**config.mk**
```make
export PLATFORM = sky130hd
export DESIGN_NAME = sgc_top
export DESIGN_NICKNAME = d
export VERILOG_FILES = /design/src/common/sgc_pkg.sv /design/src/design/sgc_top.sv /design/src/design/sgc_sync2.sv /design/src/design/sgc_sched.sv
export VERILOG_INCLUDE_DIRS = /design/src /design/src/common
export SDC_FILE = /design/constraint.sdc
export NUM_CORES = 1
export LEC_CHECK = 0
export BUFFER_PORTS_ARGS = -buffer_cell sky130_fd_sc_hd__buf_2
export CAP_MARGIN = 20
export CORE_UTILIZATION = 50
export CTS_CLUSTER_DIAMETER = 80
export DETAILED_ROUTE_END_ITERATION = 10
export GPL_ROUTABILITY_DRIVEN = 0
export PLACE_DENSITY = 0.86
export SYNTH_ARGS = -nofsm -noshare
export SYNTH_HDL_FRONTEND = slang
export SYNTH_SLANG_ARGS = --single-unit
export TNS_END_PERCENT = 100
```
**constraint.sdc**
```tcl
create_clock -name clk_sys -period 3.3 [get_ports clk_sys]
set_input_delay 0 -clock clk_sys [delete_from_list [all_inputs] [get_ports clk_sys]]
set_output_delay 0 -clock clk_sys [all_outputs]
set_load 0.01 [all_outputs]
```
**src/common/sgc_map.svh**
```systemverilog
// Register offsets, field positions, reset values and size limits of the global control bits
`ifndef SGC_MAP_SVH
`define SGC_MAP_SVH

// Register offsets on the management register port
`define SGC_OFF_CTRL_TWO 8'h04
`define SGC_OFF_CTRL_THREE 8'h05
`define SGC_OFF_CTRL_FOUR 8'h06

// Control two, low bits
`define SGC_C2_HUGE 2
`define SGC_C2_LEGAL 1
`define SGC_C2_PRIO_RSV 0

// Control three
`define SGC_C3_VLAN 7
`define SGC_C3_IGMP 6
`define SGC_C3_RSV5 5
`define SGC_C3_RSV4 4
`define SGC_C3_PRIO_HI 3
`define SGC_C3_PRIO_LO 2
`define SGC_C3_RSV1 1
`define SGC_C3_SNIFF 0

// Control four, upper bits
`define SGC_C4_RSV7 7
`define SGC_C4_HALF_DUP 6

// Reset values of the non-strapped bits
`define SGC_RST_HUGE 1'b0
`define SGC_RST_PRIO_RSV 1'b1
`define SGC_RST_CTRL_THREE 8'h00
`define SGC_RST_C4_RSV7 1'b0

// Strapped bits hold this until the strap load on the first edge after release
`define SGC_RST_STRAPPED 1'b0

// Frame size limits in bytes
`define SGC_LEN_ANY 11'h600
`define SGC_LEN_TAGGED 11'h5f2
`define SGC_LEN_UNTAGGED 11'h5ee
`define SGC_LEN_HUGE 11'h77c

// Buffers held back per port for high priority frames
`define SGC_PRIO_BUFS 6'h30

// High to low grant ratios
`define SGC_RATIO_10 4'ha
`define SGC_RATIO_5 4'h5
`define SGC_RATIO_2 4'h2

`endif

```
**src/common/sgc_pkg.sv**
```systemverilog
// Types shared by the global control bits design
package sgc_pkg;

   // Egress priority scheme codes
   typedef enum logic [1:0] {
      SGC_PRIO_STRICT = 2'h0,
      SGC_PRIO_R10 = 2'h1,
      SGC_PRIO_R5 = 2'h2,
      SGC_PRIO_R2 = 2'h3
   } sgc_prio_e;

   // Start-up sequence, one-hot
   typedef enum logic [1:0] {
      SGC_ST_STRAP = 2'b01,
      SGC_ST_RUN = 2'b10
   } sgc_init_e;

   // Scheduler grant state, one-hot
   typedef enum logic [1:0] {
      SGC_GR_IDLE = 2'b01,
      SGC_GR_BUSY = 2'b10
   } sgc_grant_e;

endpackage

```
**src/design/sgc_top.sv**
```systemverilog
// Global control bits of the switch: registers, straps and the frame decisions they steer
//
// How it works
// RL1: Size check clear: frames up to 1536 bytes are accepted; reset from strap.
// RL2: Size check set: drop tagged frames over 1522, untagged over 1518.
// RL3: Huge frame bit accepts frames up to 1916 bytes, overriding size check.
// RL4: Buffer reserve bit set (reset one) holds 48 buffers per port for high priority.
// RL5: Software should set buffer reserve whenever priority queueing is on.
// RL6: VLAN forwarding applies only while the VLAN bit is set; resets off.
// RL7: Software fills the VLAN table before setting the VLAN bit.
// RL8: IGMP snoop bit forwards every IGMP frame that is not dropped for size to the switch MII; resets off.
// RL9: Scheme field: 00 strict, 01 ten to one, 10 five to one, 11 two to one.
// RL10: Sniff mode one needs both ports to match; zero needs either.
// RL11: For receive-only mirroring software keeps sniff mode at zero.
// RL12: Software writes reserved bits with their defaults and never changes them.
// RL13: MII duplex bit one is half duplex, zero is full duplex.
// RL14: MII duplex reset value comes from its strap pin, pull-down means full.
// RL15: Writes act on later frames with no chip reset needed.
`timescale 1ns/1ps
`include "sgc_map.svh"

module sgc_top (
   // Clock and reset
   input wire logic clk_sys,
   input wire logic rstn,
   // Strap pins, sampled while in reset
   input wire logic size_check_strap_pin,
   input wire logic mii_duplex_strap_pin,
   // Management register port
   input wire logic [7:0] reg_addr,
   input wire logic reg_wr,
   input wire logic reg_rd,
   input wire logic [7:0] reg_wdata,
   output logic [7:0] reg_rdata_q,
   output logic reg_rvalid_q,
   // Received frame length check
   input wire logic frm_valid,
   input wire logic [10:0] frm_len,
   input wire logic frm_tagged,
   input wire logic frm_is_igmp,
   output logic frm_done_q,
   output logic frm_drop_q,
   output logic frm_to_mii_q,
   // Port mirroring
   input wire logic sniff_valid,
   input wire logic sniff_src_match,
   input wire logic sniff_dst_match,
   output logic sniff_mirror_q,
   // Egress scheduling
   input wire logic hi_pending,
   input wire logic lo_pending,
   input wire logic grant_req,
   output logic grant_hi_q,
   output logic grant_lo_q,
   // Static controls to forwarding, queueing and MII
   output logic vlan_en_q,
   output logic [5:0] prio_bufs_q,
   output logic mii_half_duplex_q,
   output logic ready_q
);

   ////////////////////////////////////////////////////////////////////////
   // Declarations

   sgc_pkg::sgc_init_e st_q;
   sgc_pkg::sgc_init_e st_d;
   logic size_strap;
   logic dup_strap;

   logic huge_q;
   logic huge_d;
   logic legal_q;
   logic legal_d;
   logic prio_rsv_q;
   logic prio_rsv_d;
   logic [7:0] ctrl3_q;
   logic [7:0] ctrl3_d;
   logic c4_rsv7_q;
   logic c4_rsv7_d;
   logic half_dup_q;
   logic half_dup_d;

   logic [7:0] rdata_d;
   logic rvalid_d;
   logic [10:0] len_limit;
   logic frm_done_d;
   logic frm_drop_d;
   logic frm_to_mii_d;
   logic sniff_mirror_d;

   // Next values of the static control outputs
   logic vlan_en_d;
   logic [5:0] prio_bufs_d;
   logic mii_half_duplex_d;
   logic ready_d;

   ////////////////////////////////////////////////////////////////////////
   // Strap synchronisers
   // Straps are only looked at on the first edge after release; a pin that moves later has no effect

   sgc_sync2 u_sync_size (
      .clk_sys(clk_sys),
      .pin(size_check_strap_pin),
      .level(size_strap)
   );

   sgc_sync2 u_sync_dup (
      .clk_sys(clk_sys),
      .pin(mii_duplex_strap_pin),
      .level(dup_strap)
   );

   ////////////////////////////////////////////////////////////////////////
   // Start-up: the first edge after release loads the straps, then run
   always_comb
   begin
      st_d = st_q;
      case (st_q)
         sgc_pkg::SGC_ST_STRAP:
            st_d = sgc_pkg::SGC_ST_RUN;
         sgc_pkg::SGC_ST_RUN:
            st_d = sgc_pkg::SGC_ST_RUN;
         default:
            st_d = sgc_pkg::SGC_ST_STRAP;
      endcase
   end

   ////////////////////////////////////////////////////////////////////////
   // Register writes; the strap load wins over a write in the same cycle
   always_comb
   begin
      huge_d = huge_q;
      legal_d = legal_q;
      prio_rsv_d = prio_rsv_q;
      ctrl3_d = ctrl3_q;
      c4_rsv7_d = c4_rsv7_q;
      half_dup_d = half_dup_q;
      if (st_q == sgc_pkg::SGC_ST_STRAP)
      begin
         legal_d = size_strap; // [RL1]
         half_dup_d = dup_strap; // [RL14]
      end
      else if (reg_wr)
      begin
         // New values feed the frame logic on the next edge [RL15]
         if (reg_addr == `SGC_OFF_CTRL_TWO)
         begin
            huge_d = reg_wdata[`SGC_C2_HUGE];
            legal_d = reg_wdata[`SGC_C2_LEGAL];
            prio_rsv_d = reg_wdata[`SGC_C2_PRIO_RSV];
         end
         else if (reg_addr == `SGC_OFF_CTRL_THREE)
         begin
            // Reserved bits stored as written; software keeps the defaults [RL12]
            ctrl3_d = reg_wdata;
         end
         else if (reg_addr == `SGC_OFF_CTRL_FOUR)
         begin
            c4_rsv7_d = reg_wdata[`SGC_C4_RSV7];
            half_dup_d = reg_wdata[`SGC_C4_HALF_DUP];
         end
      end
   end

   ////////////////////////////////////////////////////////////////////////
   // Read-back, one cycle after the strobe; fields outside this block read zero
   always_comb
   begin
      rdata_d = 8'h00;
      rvalid_d = reg_rd;
      if (reg_rd)
      begin
         if (reg_addr == `SGC_OFF_CTRL_TWO)
         begin
            rdata_d[`SGC_C2_HUGE] = huge_q;
            rdata_d[`SGC_C2_LEGAL] = legal_q;
            rdata_d[`SGC_C2_PRIO_RSV] = prio_rsv_q;
         end
         else if (reg_addr == `SGC_OFF_CTRL_THREE)
            rdata_d = ctrl3_q;
         else if (reg_addr == `SGC_OFF_CTRL_FOUR)
         begin
            rdata_d[`SGC_C4_RSV7] = c4_rsv7_q;
            rdata_d[`SGC_C4_HALF_DUP] = half_dup_q;
         end
         else
            rdata_d = 8'h00; // Unmapped offsets read zero
      end
   end

   ////////////////////////////////////////////////////////////////////////
   // Largest legal frame for the current settings
   always_comb
   begin
      if (huge_q)
         len_limit = `SGC_LEN_HUGE; // [RL3]
      else if (legal_q && frm_tagged)
         len_limit = `SGC_LEN_TAGGED; // [RL2]
      else if (legal_q)
         len_limit = `SGC_LEN_UNTAGGED; // [RL2]
      else
         len_limit = `SGC_LEN_ANY; // [RL1]
   end

   // Per-frame verdicts; limits are inclusive
   always_comb
   begin
      frm_done_d = frm_valid;
      frm_drop_d = 1'b0;
      frm_to_mii_d = 1'b0;
      if (frm_valid)
      begin
         frm_drop_d = (frm_len > len_limit); // [RL1] [RL2] [RL3]
         // A dropped frame is never snooped
         frm_to_mii_d = ctrl3_q[`SGC_C3_IGMP] && frm_is_igmp && (frm_len <= len_limit); // [RL8]
      end
   end

   // Mirroring match: AND mode needs both ports, OR mode either one
   always_comb
   begin
      sniff_mirror_d = 1'b0;
      if (sniff_valid)
      begin
         if (ctrl3_q[`SGC_C3_SNIFF])
            sniff_mirror_d = sniff_src_match && sniff_dst_match; // [RL10]
         else
            sniff_mirror_d = sniff_src_match || sniff_dst_match; // [RL10] [RL11]
      end
   end

   ////////////////////////////////////////////////////////////////////////
   // Static controls, worked out from the next register values
   // They change at the very edge that takes a write, and leave straight from flip-flops
   // so forwarding and queueing logic never sees a decode glitch
   always_comb
   begin
      vlan_en_d = ctrl3_d[`SGC_C3_VLAN]; // [RL6] [RL7]
      prio_bufs_d = 6'h00; // Nothing held back
      if (prio_rsv_d)
         prio_bufs_d = `SGC_PRIO_BUFS; // [RL4] [RL5]
      mii_half_duplex_d = half_dup_d; // [RL13]
      ready_d = (st_d == sgc_pkg::SGC_ST_RUN);
   end

   ////////////////////////////////////////////////////////////////////////
   // Egress scheduler driven by the scheme field
   sgc_sched u_sched (
      .clk_sys(clk_sys),
      .rstn(rstn),
      .scheme(ctrl3_q[`SGC_C3_PRIO_HI:`SGC_C3_PRIO_LO]), // [RL9]
      .hi_pending(hi_pending),
      .lo_pending(lo_pending),
      .grant_req(grant_req),
      .grant_hi_q(grant_hi_q),
      .grant_lo_q(grant_lo_q)
   );

   ////////////////////////////////////////////////////////////////////////
   // Registers; strapped bits take a safe constant until the strap load
   always_ff @(posedge clk_sys or negedge rstn)
   begin
      if (!rstn)
      begin
         st_q <= sgc_pkg::SGC_ST_STRAP;
         huge_q <= `SGC_RST_HUGE;
         legal_q <= `SGC_RST_STRAPPED;
         prio_rsv_q <= `SGC_RST_PRIO_RSV; // [RL4]
         ctrl3_q <= `SGC_RST_CTRL_THREE; // [RL6] [RL8] [RL9] [RL10]
         c4_rsv7_q <= `SGC_RST_C4_RSV7;
         half_dup_q <= `SGC_RST_STRAPPED;
         reg_rdata_q <= 8'h00;
         reg_rvalid_q <= 1'b0;
         frm_done_q <= 1'b0;
         frm_drop_q <= 1'b0;
         frm_to_mii_q <= 1'b0;
         sniff_mirror_q <= 1'b0;
         vlan_en_q <= 1'b0;
         prio_bufs_q <= 6'h00;
         mii_half_duplex_q <= 1'b0;
         ready_q <= 1'b0;
      end
      else
      begin
         st_q <= st_d;
         huge_q <= huge_d;
         legal_q <= legal_d;
         prio_rsv_q <= prio_rsv_d;
         ctrl3_q <= ctrl3_d;
         c4_rsv7_q <= c4_rsv7_d;
         half_dup_q <= half_dup_d;
         reg_rdata_q <= rdata_d;
         reg_rvalid_q <= rvalid_d;
         frm_done_q <= frm_done_d;
         frm_drop_q <= frm_drop_d;
         frm_to_mii_q <= frm_to_mii_d;
         sniff_mirror_q <= sniff_mirror_d;
         vlan_en_q <= vlan_en_d;
         prio_bufs_q <= prio_bufs_d;
         mii_half_duplex_q <= mii_half_duplex_d;
         ready_q <= ready_d;
      end
   end

endmodule

```
**src/design/sgc_sync2.sv**
```systemverilog
// Two-stage synchroniser for a strap pin
`timescale 1ns/1ps
`include "sgc_map.svh"

module sgc_sync2 (
   // Clock
   input wire logic clk_sys,
   // Asynchronous level in, synchronised level out
   input wire logic pin,
   output logic level
);

   logic meta_q;
   logic sync_q;

   ////////////////////////////////////////////////////////////////////////
   // No reset here on purpose: the straps must be sampled while rstn is low
   always_ff @(posedge clk_sys)
   begin
      meta_q <= pin;
      sync_q <= meta_q;
   end

   assign level = sync_q;

endmodule

```
**src/design/sgc_sched.sv**
```systemverilog
// Egress high/low priority grant scheduler
`timescale 1ns/1ps
`include "sgc_map.svh"

module sgc_sched (
   // Clock and reset
   input wire logic clk_sys,
   input wire logic rstn,
   // Scheme select
   input wire logic [1:0] scheme,
   // Queue state and grant request
   input wire logic hi_pending,
   input wire logic lo_pending,
   input wire logic grant_req,
   // Grants, one-cycle pulses
   output logic grant_hi_q,
   output logic grant_lo_q
);

   logic [3:0] hi_cnt_q;
   logic [3:0] hi_cnt_d;
   logic grant_hi_d;
   logic grant_lo_d;
   logic [3:0] ratio;
   sgc_pkg::sgc_grant_e st_q;
   sgc_pkg::sgc_grant_e st_d;

   ////////////////////////////////////////////////////////////////////////
   // Ratio for the selected scheme; strict mode never forces a low grant
   always_comb
   begin
      if (scheme == sgc_pkg::SGC_PRIO_R10)
         ratio = `SGC_RATIO_10;
      else if (scheme == sgc_pkg::SGC_PRIO_R5)
         ratio = `SGC_RATIO_5;
      else if (scheme == sgc_pkg::SGC_PRIO_R2)
         ratio = `SGC_RATIO_2;
      else
         ratio = 4'h0;
   end

   // Low queue is served once ratio high grants have gone out
   always_comb
   begin
      hi_cnt_d = hi_cnt_q;
      grant_hi_d = 1'b0;
      grant_lo_d = 1'b0;
      st_d = st_q;
      case (st_q)
         sgc_pkg::SGC_GR_IDLE:
         begin
            if (grant_req)
               st_d = sgc_pkg::SGC_GR_BUSY;
         end
         sgc_pkg::SGC_GR_BUSY:
         begin
            st_d = sgc_pkg::SGC_GR_IDLE;
            if (hi_pending && (ratio == 4'h0 || hi_cnt_q < ratio || !lo_pending))
            begin
               grant_hi_d = 1'b1;
               if (hi_cnt_q < ratio)
                  hi_cnt_d = hi_cnt_q + 4'h1;
            end
            else if (lo_pending)
            begin
               grant_lo_d = 1'b1;
               hi_cnt_d = 4'h0;
            end
         end
         default:
            st_d = sgc_pkg::SGC_GR_IDLE;
      endcase
   end

   always_ff @(posedge clk_sys or negedge rstn)
   begin
      if (!rstn)
      begin
         st_q <= sgc_pkg::SGC_GR_IDLE;
         hi_cnt_q <= 4'h0;
         grant_hi_q <= 1'b0;
         grant_lo_q <= 1'b0;
      end
      else
      begin
         st_q <= st_d;
         hi_cnt_q <= hi_cnt_d;
         grant_hi_q <= grant_hi_d;
         grant_lo_q <= grant_lo_d;
      end
   end

endmodule

```
==> impl_metrics.csv <==
group,metric,value,unit
run,max_cap_violations,0,
clock_network,clock_latency,0.29,ns
pwr,switching_share,24.46,%
clock_network,hold_buffers,15,
die,die-area,4209,um2
route,drt_wl_total,3.944,mm
pwr,p_seq_share,52.7,%
logic_synthesis,synth_seq_area_share,51.08,%
logic_synthesis,yosysTopAreaCell,"dfrtp_1",
setup_path,crit_required,3.47,ns
setup_path,cp_slowest_stage_delay,0.45,ns
setup_path,r2r_setup_slack,1.38,ns
clock_network,htree_num_levels,2,
setup_path,reg2reg_to,"u_sched.hi_cnt_q[0]",
global_route,grt_max_degree,38,
cells_and_area,layout-drive-gt1-share,36.25,%
pwr,p_switching,253.8,uW
clock_network,cts_tree,"yes",
timing,relSlewSlack,47.63,%
logic_synthesis,netlist_instances,170,
die,die_h,64.88,um
die,die_w,64.88,um
timing,max_slew.worst_pin.slew,0.7855,ns
route,drc,0,
die,rows,22,
pwr,p_int,783.5,uW
pwr,leakage,0.001319,uW
cells_and_area,layoutNonFillerInstCount,299,
timing,hold_violations,0,
timing,fin_crit_sh,58.22,%
timing,period_minus_slack,1.921,ns
logic_synthesis,synth-main-ff-cell,"dfrtp_1",
logic_synthesis,synth-async-reset-ratio,90.24,%
setup_path,startpoint_type,"flip-flop",
pwr,p_comb_share,15.8,%
logic_synthesis,synth_top_area_share,43.04,%
cells_and_area,layout.nets,306,
logic_synthesis,postSynthAreaPerCell,11.63,um2
pwr,p_clk_share,31.4,%
route,routedWlPerCell,13.19,um
outcome,status,"finished, final reports clean",
logic_synthesis,syn-cell-area,1977,um2
global_route,antenna_found_initial,0,
pwr,powerDensity,407.6,nW/um2
placed_design,port_buffers,61,
logic_synthesis,synth-seq-cells,41,
setup_path,path_class,"flip-flop to flip-flop",
timing,fmax,520.5,MHz
cells_and_area,nFillCells,286,
timing,fin_skew,0.008364,ns
die,core_area,3716,um2
min_path,hold_class,"primary input to flip-flop",
logic_synthesis,synth-edff-count,0,
logic_synthesis,synth_commonest_cells,"dfrtp_1 (34), mux2_2 (16), ha_1 (14)",
setup_path,critPathSlowestCell,"dfrtp_1",
global_route,grt_pass1_vias,1571,
global_route,grt.overflow.total,0,
logic_synthesis,synth_cell_types,42,
timing,final_max_slew_viol_count,0,
setup_path,crit_end,"u_sched.hi_cnt_q[0]",
setup_path,reg2regPathDepth,6,
placed_design,hpwl,2.970,mm
global_route,grt_use_total,20.75,%
placed_design,post_dp_cell_area,2305,um2
global_route,grt_first_pass_wirelength,6.575,mm
cells_and_area,multi_input_area,895.9,um2
clock_network,cts_sinks,41,
setup_path,r2r-start,"ctrl3_q[2]",
placed_design,dpl.cell_count,276,
route,via_per_inst,5.043,
cells_and_area,area_growth,28.73,%
setup_path,path_max_fanout,7,
pwr,power,1037,uW
setup_path,endpoint_kind,"flip-flop",
timing,rsz0062_at_grt,"no",
timing,hold_ws,0.01513,ns
cells_and_area,diodes,0,
die,pin_count,66,
cells_and_area,register_area,1010,um2
setup_path,setup.worst_path.start,"ctrl3_q[2]",
logic_synthesis,yosysMostFrequentCell,"dfrtp_1",
route,drt_iter0_drc,88,
setup_path,crit_arrival,2.09,ns
cells_and_area,design_area,2545,um2
timing,finalSetupViolCount,0,
pwr,vdd_ir_drop_max,0.2740,mV
route,detailroute.via_count,1508,
min_path,min_from,"grant_req",
route,first_pass_iters,4,
timing,timing.setup.tns,0,ns
clock_network,cts-root-buf,"clkbuf_8",
logic_synthesis,ys_warn_count,0,
clock_network,cts_resized,0,
clock_network,cts.path.max_buffers,2,
clock_network,cts_buffers,5,
clock_network,cts_setup_buffers,0,
setup_path,path_cells,"inv_1 -> ha_1 -> nor4b_1 -> o2111a_1 -> nor2_1 -> mux2_2",
die,start_util,53.20,%
clock_network,clkTransAtPathRegs,0.07,ns
route,ant_nets,0,
logic_synthesis,ys_top_cells_by_area,"dfrtp_1 (43%), mux2_2 (9.1%), ha_1 (8.9%)",
-- logic make-up (layout without fill, tap and decap cells) --
group	after synthesis	in the layout	share of synthesized area (%)
AO/OA/AOI/OAI	24	24	8.418
flip-flops	41	41	51.08
AND/OR/NAND/NOR	54	54	15.70
multiplexers	20	20	11.14
other	1	4	0.1897
XOR/XNOR	1	1	0.4431
adder cells (fa/ha/maj)	14	14	8.861
buffers and inverters	15	93	4.177
-- cells in the final DEF (no fill, tap or decap), types with 2 or more instances in the layout --
cell type,netlist,final
clkbuf_8,0,6
and3_1,3,3
inv_1,9,9
a22oi_1,2,2
nand3b_1,2,2
mux2i_1,4,4
o21bai_1,2,2
nand2b_1,4,4
o21ai_0,7,7
clkbuf_1,0,2
dlygate4sd3_1,0,15
and2_1,3,3
nand3_1,2,2
dfxtp_1,4,4
dfstp_2,3,3
mux2_2,16,16
ha_1,14,14
a21oi_1,2,2
nor2_1,10,10
conb_1,1,4
buf_2,0,61
nand2_1,11,11
nor2b_1,5,5
dfrtp_1,34,34
nor3_1,5,5
o211ai_1,3,3
-- registers in the layout (all words and copies together) (netlist names), 2 cells and up --
| register | count |
|---|---|
| ctrl3_q | 8 |
| reg_rdata_q | 8 |
| u_sched.hi_cnt_q | 4 |
| u_sched.st_q | 2 |
-- area by class of cell --
type,count,area share [%]
clock buffer,8,3.540
sequential,41,39.68
timing repair buffer,76,17.90
inverter,9,1.327
multi-input combinational,117,35.20
tap,48,2.360
-- power groups by stage --
stage | Sequential [uW] | Combinational [uW] | Clock, uW
2_1_floorplan | 554 | 93.7 | 0
3_3_place_gp | 554 | 144 | 0
3_5_place_dp | 556 | 151 | 0
4_1_cts | 547 | 166 | 334
5_1_grt | 551 | 185 | 359
6_report | 547 | 164 | 326
-- per-stage QoR --
step | util, % | setup WS, ns
floorplan | - | 1.601
global placement | 62.02 | 1.511
detailed placement | 62.02 | 1.409
CTS | 68.48 | 1.390
global route | 68.48 | 1.244
finish | 68.48 | 1.379
-- how the worst min path moves through the flow --
| stage | to | slack [ns] | cells past startpoint |
|---|---|---|---|
| CTS | u_sched.st_q[1] | 0.02 | 2 |
| global placement | u_sync_dup.meta_q | 0.10 | 1 |
| floorplan | c4_rsv7_q | -0.30 | 0 |
| finish | u_sched.st_q[1] | 0.02 | 2 |
| detailed placement | u_sync_size.meta_q | 0.10 | 1 |
| global route | u_sched.st_q[1] | 0.009 | 2 |
-- per-layer routing --
metal	vias to the layer above	track usage, %	part of all wire (%)
met1	701	24.26	44
met5	-	0	0
met4	0	7.500	0.74
met2	52	36.20	50
met3	2	5.458	4.7
li1	753	-	-
-- worst max-delay path: cells and delay by family, from the launching register on --
family                     cells  cell delay (ns)
and+or+nand+nor                2             0.46
DFF                            1             0.45
buffers and inverters          1             0.09
AOI/OAI and AO/OA              1             0.35
muxes                          1             0.26
adders and majority gates      1             0.20
Power figures use the tool's default switching activity.
